`src/rtl/ams_pkg.sv`:
```
// Purpose: Constants and types for the converter mode sequencer
// Assumes: 32-bit AXI4-Lite register bus, one 100 MHz clock
// Notes: Register offsets are byte addresses on the local bus
package ams_pkg;
  localparam int unsigned RES_W = 24;
  localparam int unsigned NCONV = 2;
  // Register byte offsets
  localparam logic [7:0] OFS_MODE = 8'h00;
  localparam logic [7:0] OFS_CFG = 8'h04;
  localparam logic [7:0] OFS_STATUS = 8'h08;
  localparam logic [7:0] OFS_RES0 = 8'h0C;
  localparam logic [7:0] OFS_RES1 = 8'h10;
  localparam logic [7:0] OFS_GAIN0 = 8'h14;
  localparam logic [7:0] OFS_GAIN1 = 8'h18;
  // Mode register fields
  localparam int unsigned OPM_LO = 0;
  localparam int unsigned OPM_HI = 2;
  localparam int unsigned PCFG_LO = 3;
  localparam int unsigned PCFG_HI = 4;
  localparam logic [7:0] MODE_RST = 8'h03;
  localparam logic [7:0] MODE_MASK = 8'hBF;
  // Config register fields
  localparam int unsigned CFG_EN_LO = 0;
  localparam int unsigned CFG_CHOP = 2;
  localparam logic [2:0] CFG_RST = 3'h0;
  // Status register fields
  localparam int unsigned STA_CAL = 2;
  // Arbitrary neutral gain reset value
  localparam logic [RES_W-1:0] GAIN_RST = 24'h400000;
  // Conversion length in converter ticks
  localparam logic [2:0] TICKS_PLAIN = 3'h2;
  localparam logic [2:0] TICKS_CHOP = 3'h3;
  localparam logic [1:0] RESP_OKAY = 2'h0;
  localparam logic [1:0] RESP_SLVERR = 2'h2;

  typedef enum logic [2:0] {
    OP_PDOWN = 3'b000,
    OP_CONT = 3'b001,
    OP_SINGLE = 3'b010,
    OP_IDLE = 3'b011,
    OP_OFFCAL = 3'b100,
    OP_GAINCAL = 3'b101
  } ams_op_t;

  typedef enum logic [1:0] {
    PC_NORMAL = 2'b00,
    PC_LOWP = 2'b01,
    PC_NORMAL_ALT = 2'b10,
    PC_LOWP_PLUS = 2'b11
  } ams_pcfg_t;

  typedef struct packed {
    logic power_down;
    logic low_power;
    logic pga_off;
    logic conv_reset;
    logic zero_input;
    logic ref_input;
    logic prim_on;
    logic aux_on;
  } ams_pwr_t;
endpackage

```
`src/rtl/ams_mode_seq.sv`:
```
// Purpose: Mode register, conversion and calibration sequencer
// Assumes: conv_tick and results come from logic on clk
// Notes: Registers reached over AXI4-Lite, one word each
`timescale 1ns/1ps
`default_nettype none
module ams_mode_seq
(
  input wire logic clk,
  input wire logic rst_b,
  input wire logic ce,
  input wire logic conv_tick,
  input wire logic [ams_pkg::RES_W-1:0] prim_result,
  input wire logic [ams_pkg::RES_W-1:0] aux_result,
  output ams_pkg::ams_pwr_t pwr_ctl,
  input wire logic [7:0] s_axi_awaddr,
  input wire logic s_axi_awvalid,
  output logic s_axi_awready,
  input wire logic [31:0] s_axi_wdata,
  input wire logic [3:0] s_axi_wstrb,
  input wire logic s_axi_wvalid,
  output logic s_axi_wready,
  output logic [1:0] s_axi_bresp,
  output logic s_axi_bvalid,
  input wire logic s_axi_bready,
  input wire logic [7:0] s_axi_araddr,
  input wire logic s_axi_arvalid,
  output logic s_axi_arready,
  output logic [31:0] s_axi_rdata,
  output logic [1:0] s_axi_rresp,
  output logic s_axi_rvalid,
  input wire logic s_axi_rready
);

  typedef struct packed {
    logic [7:0] mode;
    logic [ams_pkg::NCONV-1:0] en;
    logic chop;
    logic [2:0] cnt;
    logic [ams_pkg::NCONV-1:0] rdy;
    logic cal_done;
    logic [ams_pkg::NCONV-1:0][ams_pkg::RES_W-1:0] res;
    logic [ams_pkg::NCONV-1:0][ams_pkg::RES_W-1:0] gain;
    ams_pkg::ams_pwr_t pwr;
    logic bvalid;
    logic [1:0] bresp;
    logic rvalid;
    logic [1:0] rresp;
    logic [31:0] rdata;
  } ams_state_t;

  ams_state_t s;
  ams_state_t next_s;
  logic wr_take;
  logic rd_take;
  logic mode_wr;
  logic seq_active;
  logic seq_done;
  logic [2:0] conv_len;
  logic [2:0] total_len;
  logic [ams_pkg::NCONV-1:0][ams_pkg::RES_W-1:0] conv_in;
  ams_pkg::ams_op_t op;
  logic [31:0] mode_merge;
  logic [31:0] gain0_merge;
  logic [31:0] gain1_merge;

  // Byte-lane merge for writes
  function automatic logic [31:0] merge_strb(
    input logic [31:0] old_v,
    input logic [31:0] new_v,
    input logic [3:0] strb
  );
    logic [31:0] r;
    r = old_v;
    for (int i = 0; i < 4; i++)
    begin
      if (strb[i])
      begin
        r[i*8 +: 8] = new_v[i*8 +: 8];
      end
    end
    return r;
  endfunction

  // Outputs of the power decode for one mode value
  function automatic ams_pkg::ams_pwr_t decode_pwr(
    input logic [7:0] m,
    input logic [ams_pkg::NCONV-1:0] en
  );
    ams_pkg::ams_pwr_t p;
    logic [2:0] o;
    logic [1:0] pc;
    o = m[ams_pkg::OPM_HI:ams_pkg::OPM_LO];
    pc = m[ams_pkg::PCFG_HI:ams_pkg::PCFG_LO];
    p = '0;
    p.power_down = (o == ams_pkg::OP_PDOWN);
    // Codes 00 and 10 both decode as normal current
    p.low_power = pc[0];
    p.pga_off = (pc == ams_pkg::PC_LOWP_PLUS) || p.power_down;
    p.conv_reset = (o == ams_pkg::OP_IDLE);
    p.zero_input = (o == ams_pkg::OP_OFFCAL);
    p.ref_input = (o == ams_pkg::OP_GAINCAL);
    p.prim_on = en[0] && !p.power_down;
    p.aux_on = en[1] && !p.power_down;
    return p;
  endfunction

  //////////////////////////////////////////////////////////////////////////
  // Bus handshakes, frozen while the clock enable is low
  assign wr_take = ce && s_axi_awvalid && s_axi_wvalid && !s.bvalid;
  assign rd_take = ce && s_axi_arvalid && !s.rvalid;
  assign s_axi_awready = wr_take;
  assign s_axi_wready = wr_take;
  assign s_axi_arready = rd_take;
  assign s_axi_bvalid = s.bvalid;
  assign s_axi_bresp = s.bresp;
  assign s_axi_rvalid = s.rvalid;
  assign s_axi_rresp = s.rresp;
  assign s_axi_rdata = s.rdata;
  assign pwr_ctl = s.pwr;

  assign mode_wr = wr_take && (s_axi_awaddr == ams_pkg::OFS_MODE);
  assign op = ams_pkg::ams_op_t'(s.mode[ams_pkg::OPM_HI:ams_pkg::OPM_LO]);
  assign conv_in[0] = prim_result;
  assign conv_in[1] = aux_result;
  // Write data merged per byte lane into the mode word and both gain words
  assign mode_merge = merge_strb({24'h0, s.mode}, s_axi_wdata, s_axi_wstrb);
  assign gain0_merge = merge_strb({8'h0, s.gain[0]}, s_axi_wdata,
    s_axi_wstrb);
  assign gain1_merge = merge_strb({8'h0, s.gain[1]}, s_axi_wdata,
    s_axi_wstrb);

  // Codes 110 and 111 run nothing
  assign seq_active = (op == ams_pkg::OP_CONT) || (op == ams_pkg::OP_SINGLE)
    || (op == ams_pkg::OP_OFFCAL) || (op == ams_pkg::OP_GAINCAL);
  assign conv_len = s.chop ? ams_pkg::TICKS_CHOP : ams_pkg::TICKS_PLAIN;
  // Offset cal uses the same length, gain cal twice it
  assign total_len = (op == ams_pkg::OP_GAINCAL) ? 3'(conv_len << 1)
    : conv_len;
  // A mode write restarts the sequence instead of finishing it
  assign seq_done = ce && seq_active && conv_tick && !mode_wr
    && (3'(s.cnt + 3'h1) == total_len);

  //////////////////////////////////////////////////////////////////////////
  always_comb
  begin
    next_s = s;
    if (ce)
    begin
      if (s.bvalid && s_axi_bready)
      begin
        next_s.bvalid = 1'b0;
      end
      if (s.rvalid && s_axi_rready)
      begin
        next_s.rvalid = 1'b0;
      end
      // Register writes; clears come before hardware sets below
      if (wr_take)
      begin
        next_s.bvalid = 1'b1;
        next_s.bresp = ams_pkg::RESP_OKAY;
        case (s_axi_awaddr)
          ams_pkg::OFS_MODE:
          begin
            next_s.mode = mode_merge[7:0] & ams_pkg::MODE_MASK;
            next_s.cnt = 3'h0;
          end
          ams_pkg::OFS_CFG:
          begin
            if (s_axi_wstrb[0])
            begin
              next_s.en = s_axi_wdata[ams_pkg::CFG_EN_LO +: ams_pkg::NCONV];
              next_s.chop = s_axi_wdata[ams_pkg::CFG_CHOP];
            end
          end
          ams_pkg::OFS_STATUS:
          begin
            if (s_axi_wstrb[0] && s_axi_wdata[ams_pkg::STA_CAL])
            begin
              next_s.cal_done = 1'b0;
            end
          end
          ams_pkg::OFS_GAIN0:
          begin
            next_s.gain[0] = gain0_merge[ams_pkg::RES_W-1:0];
          end
          ams_pkg::OFS_GAIN1:
          begin
            next_s.gain[1] = gain1_merge[ams_pkg::RES_W-1:0];
          end
          default:
          begin
            next_s.bresp = ams_pkg::RESP_SLVERR;
          end
        endcase
      end
      // Register reads; result reads clear that converter's ready
      if (rd_take)
      begin
        next_s.rvalid = 1'b1;
        next_s.rresp = ams_pkg::RESP_OKAY;
        case (s_axi_araddr)
          ams_pkg::OFS_MODE: next_s.rdata = {24'h0, s.mode};
          ams_pkg::OFS_CFG: next_s.rdata = {29'h0, s.chop, s.en};
          ams_pkg::OFS_STATUS: next_s.rdata = {29'h0, s.cal_done, s.rdy};
          ams_pkg::OFS_RES0:
          begin
            next_s.rdata = {8'h0, s.res[0]};
            next_s.rdy[0] = 1'b0;
          end
          ams_pkg::OFS_RES1:
          begin
            next_s.rdata = {8'h0, s.res[1]};
            next_s.rdy[1] = 1'b0;
          end
          ams_pkg::OFS_GAIN0: next_s.rdata = {8'h0, s.gain[0]};
          ams_pkg::OFS_GAIN1: next_s.rdata = {8'h0, s.gain[1]};
          default:
          begin
            next_s.rdata = 32'h0;
            next_s.rresp = ams_pkg::RESP_SLVERR;
          end
        endcase
      end
      // Sequencer: counts converter ticks of the running conversion
      if (seq_active && conv_tick && !mode_wr)
      begin
        next_s.cnt = seq_done ? 3'h0 : 3'(s.cnt + 3'h1);
      end
      if (seq_done)
      begin
        case (op)
          ams_pkg::OP_CONT:
          begin
            // Full converters drop the sample; no overwrite of unread data
            for (int i = 0; i < ams_pkg::NCONV; i++)
            begin
              if (s.en[i] && !s.rdy[i])
              begin
                next_s.res[i] = conv_in[i];
                next_s.rdy[i] = 1'b1;
              end
            end
          end
          ams_pkg::OP_SINGLE:
          begin
            for (int i = 0; i < ams_pkg::NCONV; i++)
            begin
              if (s.en[i])
              begin
                next_s.res[i] = conv_in[i];
                next_s.rdy[i] = 1'b1;
              end
            end
            next_s.mode[ams_pkg::OPM_HI:ams_pkg::OPM_LO] = ams_pkg::OP_IDLE;
          end
          ams_pkg::OP_OFFCAL:
          begin
            next_s.rdy = s.rdy | s.en;
            next_s.cal_done = 1'b1;
            next_s.mode[ams_pkg::OPM_HI:ams_pkg::OPM_LO] = ams_pkg::OP_IDLE;
          end
          ams_pkg::OP_GAINCAL:
          begin
            for (int i = 0; i < ams_pkg::NCONV; i++)
            begin
              if (s.en[i])
              begin
                next_s.gain[i] = conv_in[i];
              end
            end
            next_s.rdy = s.rdy | s.en;
            next_s.cal_done = 1'b1;
            next_s.mode[ams_pkg::OPM_HI:ams_pkg::OPM_LO] = ams_pkg::OP_IDLE;
          end
          default:
          begin
            next_s.cnt = 3'h0;
          end
        endcase
      end
      next_s.pwr = decode_pwr(next_s.mode, next_s.en);
    end
  end

  always_ff @(posedge clk or negedge rst_b)
  begin
    if (!rst_b)
    begin
      s <= '0;
      s.mode <= ams_pkg::MODE_RST;
      s.en <= ams_pkg::CFG_RST[1:0];
      s.chop <= ams_pkg::CFG_RST[ams_pkg::CFG_CHOP];
      s.gain <= {ams_pkg::NCONV{ams_pkg::GAIN_RST}};
      s.pwr.conv_reset <= 1'b1;
    end
    else
    begin
      s <= next_s;
    end
  end
endmodule // ams_mode_seq
`default_nettype wire

```
`config.mk`:
```
export PLATFORM = sky130hd
export DESIGN_NAME = ams_mode_seq
export DESIGN_NICKNAME = d
export VERILOG_FILES = /design/src/rtl/ams_pkg.sv /design/src/rtl/ams_mode_seq.sv
export SDC_FILE = /design/constraint.sdc
export NUM_CORES = 1
export LEC_CHECK = 0
export ABC_AREA = 0
export BUFFER_PORTS_ARGS = -buffer_cell sky130_fd_sc_hd__buf_4
export CAP_MARGIN = 15
export CORE_MARGIN = 5
export CORE_UTILIZATION = 30
export CTS_CLUSTER_SIZE = 16
export DETAILED_ROUTE_END_ITERATION = 12
export PLACE_DENSITY = 0.52
export SLEW_MARGIN = 10
export SYNTH_ARGS = -nofsm -noshare
export SYNTH_HDL_FRONTEND = slang
export SYNTH_SLANG_ARGS = --single-unit
```
`constraint.sdc`:
```
create_clock -name clk -period 5.49 [get_ports clk]
set_clock_uncertainty 0.1 [all_clocks]
set_input_delay 1.098 -clock clk [delete_from_list [all_inputs] [get_ports clk]]
set_output_delay 1.098 -clock clk [all_outputs]
set_load 0.01 [all_outputs]
```
==> results.tsv <==
stage	metric	value	unit
status	outcome	complete, no violations	
global_routing	Total GRT Usage	0.157	
pwr	Combinational Power Share	0.077	
worst_setup_path	worst r2r dst	s[108]$_DFFE_PN0P_	
synth	synth unique cells	71	
detailed_routing	Met1 Wirelength	10.3	mm
min_path	type of the worst min-delay path	reg2reg	
finish	fin nets	873	
pwr	share of power burned in registers	0.434	
timing	post-route setup TNS	0	ns
pwr	Static Leakage	4.67	nW
finish	Area Overhead vs Synth	22.1	%
die	Die Ht	170	um
die	FP Rows	58	
placement	RD Place Congestion	0.756	
min_path	hold path startpoint	s[158]$_DFFE_PN0P_	
global_routing	initial antenna violation count	1	
synth	Netlist Area Pre-Place	7650	sq um
finish	Final Non-Filler Cells	1108	
die	DIE WIDTH	170	um
finish	Multi-input gate area	3450	sq um
worst_setup_path	worst r2r path cells	7	
cts	Clk Latency, worst-skew pair	0.42	ns
global_routing	vias in the first global route	5768	
finish	fillcell total	2502	
detailed_routing	highest metal used	met4	
detailed_routing	routed via count	5520	
detailed_routing	final antenna-violating net count	0	
finish	most frequent cells in the layout	149 x buf_4, 142 x dfrtp_1, 65 x mux2_2	
detailed_routing	WL/cell	20.1	um
cts	clk sinks	147	
global_routing	largest net degree at the start of global routing	77	
cts	postcts setup bufs	0	
cts	TritonCTS clock tree	built	
cts	CTS Hold Bufs	0	
worst_setup_path	r2r setup slk	2.41	ns
cts	Post-CTS Resized	0	
worst_setup_path	Slowest cell on crit path	buf_4	
detailed_routing	met2 WL	10.5	mm
worst_setup_path	CP Launch Type	input pin	
detailed_routing	DRC	0	
worst_setup_path	Worst setup EP type	primary output	
timing	# setup viols final	0	
global_routing	first-pass GRT wire length	34.7	mm
timing	Final Max Slew Viols	0	
synth	yosys warns	0	
synth	Mapped Cells	666	
placement	port bufs	138	
worst_setup_path	CP delay by family, top	buffers and inverters	
flow_run	max-cap check violation count	0	
timing	Final Cycle Share	0.611	
cts	Num CTS Buffers	17	
worst_setup_path	critical path type	in2out	
timing	Fmax	0.298	GHz
detailed_routing	initial DRC count	334	
finish	layout cells sized above 1	0.371	
min_path	WHS Path Cells	2	
min_path	Worst Hold End	s[158]$_DFFE_PN0P_	
synth	syn avg cell area	11.5	sq um
timing	Slew @ Worst Pin	1.06	ns
cts	clk root buf	clkbuf_16	
timing	Final min period	3.35	ns
worst_setup_path	critical path, cell by cell	buf_4, nand3b_1, buf_4, inv_1, buf_4	
synth	number of synthesized flops with an enable pin	0	
worst_setup_path	CP most frequent cell	buf_4	
pwr	Switching Fraction	0.246	
detailed_routing	routed length on met3	1.27	mm
cts	deepest clock path buffer count	2	
timing	RSZ-0062 raised after global routing	false	
pwr	Clk pwr share	0.489	
synth	Yosys reg bits	147	
pwr	switching pwr	0.624	mW
cts	Worst-path clk slew	0.06	ns
timing	Max transition margin	0.289	
die	die area	28800	sq um
worst_setup_path	Worst R2R Start	s[145]$_DFFE_PN0P_	
detailed_routing	first drt pass iteration count	6	
detailed_routing	vias per std cell	4.98	
synth	FFs w/ async S/R, synth	1.00	
timing	final count of hold timing violations	0	
cts	H-tree levels	4	
synth	commonest register cell after synthesis	dfrtp_1	
worst_setup_path	CP max FO	27	
timing	Worst Hold Slack	0.369	ns
finish	fin util	0.371	
worst_setup_path	Worst EP required	4.29	ns
placement	Post-Place Cells	1074	
global_routing	grt ovf	0	
worst_setup_path	CP bufs+invs	4	
finish	commonest non-fill, non-tap cell in the layout	buf_4	
pwr	internal power	1.91	mW
pwr	peak supply drop	0.000175	V
pwr	Power Density	271	nW/um^2
synth	proportion of synthesized chip area in sequential cells	0.482	
finish	register area	3680	sq um
worst_setup_path	max incr delay on CP	0.35	ns
detailed_routing	Routed WL	22.3	mm
worst_setup_path	Critical Path AT	2.15	ns
die	I/O pin cnt	158	
die	initial core utilization	0.304	
placement	post-DP HPWL	15.6	mm
die	Core ar.	25200	sq um
[how the worst max path moves through the flow]
stage	startpoint	endpoint	slack [ns]	cells after the start
after floorplan	ce	s_axi_wready	2.35	5
after global placement	ce	s[112]$_DFFE_PN0P_	1.77	7
after detailed placement	ce	s[108]$_DFFE_PN0P_	1.71	7
after CTS	ce	s_axi_arready	2.09	5
after global routing	ce	s[66]$_DFFE_PN0P_	1.94	7
final	ce	s_axi_arready	2.14	5
[worst reg2reg max path: stages (launching register included)]
cell      delay (ns)
dfrtp_1         0.43
ha_1            0.25
xnor2_2         0.27
o2111a_1        0.31
o21ai_4         0.13
nor3_4          0.71
buf_4           0.39
mux2_2          0.38
[synth_stat cells (3+ instances only)]
cell type	count	share of area
a21o_1	20	0.020
a21oi_1	40	0.026
a221oi_1	5	0.0057
a22o_1	4	0.0046
a22oi_1	42	0.041
a31oi_1	3	0.0025
and2_1	3	0.0025
buf_2	12	0.0079
buf_4	51	0.050
clkbuf_1	15	0.0074
dfrtp_1	142	0.46
dfstp_2	5	0.017
inv_1	9	0.0044
mux2_1	8	0.012
mux2_2	65	0.096
mux2_4	14	0.027
mux2i_1	33	0.043
nand2_1	44	0.022
nand3_1	6	0.0039
nand4_1	5	0.0041
nor2_1	34	0.017
nor2b_1	6	0.0049
nor3_1	11	0.0072
nor3b_1	3	0.0029
nor4_1	3	0.0025
nor4b_1	4	0.0046
o21a_1	3	0.0029
o21ai_0	13	0.0085
o221a_2	8	0.012
o32ai_1	3	0.0034
or3_1	3	0.0025
[registers in the layout, summed over array words and instances (netlist names)]
signal	count
pwr_ctl	7
s_axi_rdata	24
s_axi_rvalid	1
s_axi_bvalid	1
op	3
s_axi_bresp	1
s_axi_rresp	1
s	109
[power groups by stage]
stage	combinational [mW]	sequential, mW	clock (mW)
4_1_cts	0.199	1.10	1.27
6_report	0.195	1.10	1.24
3_5_place_dp	0.199	1.12	0
5_1_grt	0.215	1.10	1.32
3_3_place_gp	0.198	1.12	0
2_1_floorplan	0.0803	1.12	0
[stage by stage]
step           area (sq um)  total power, mW  worst slack [ns]
5_1_grt                9340             2.63              1.94
3_5_place_dp           8720             1.32              1.71
4_1_cts                9340             2.57              2.09
2_1_floorplan          7680             1.20              2.35
6_report               9340             2.53              2.14
3_3_place_gp           8720             1.32              1.77
[cells by family after synthesis]
kind of cell / synth area share
AOI/OAI and AO/OA: 0.144
xor gates and xnor gates: 0.00327
adders and majority gates: 0.00164
buffers and inverters: 0.0731
DFF: 0.482
muxes: 0.184
other: 0.000490
and+or+nand+nor: 0.112
[routing by layer]
layer / GRT usage / up-vias
li1: - / 2606
met1: 0.221 / 2769
met2: 0.241 / 130
met3: 0.0375 / 15
met4: 0.0438 / 0
met5: 0 / -
[layout make-up]
type	count	share of cell area
Sequential cell	147	0.394
Multi-Input combinational cell	438	0.370
Timing Repair Buffer	150	0.121
Clock buffer	18	0.0459
Tap cell	330	0.0442
Clock inverter	14	0.0205
Inverter	9	0.00362
Antenna cell	2	0.000536
Power figures use the tool's default switching activity.
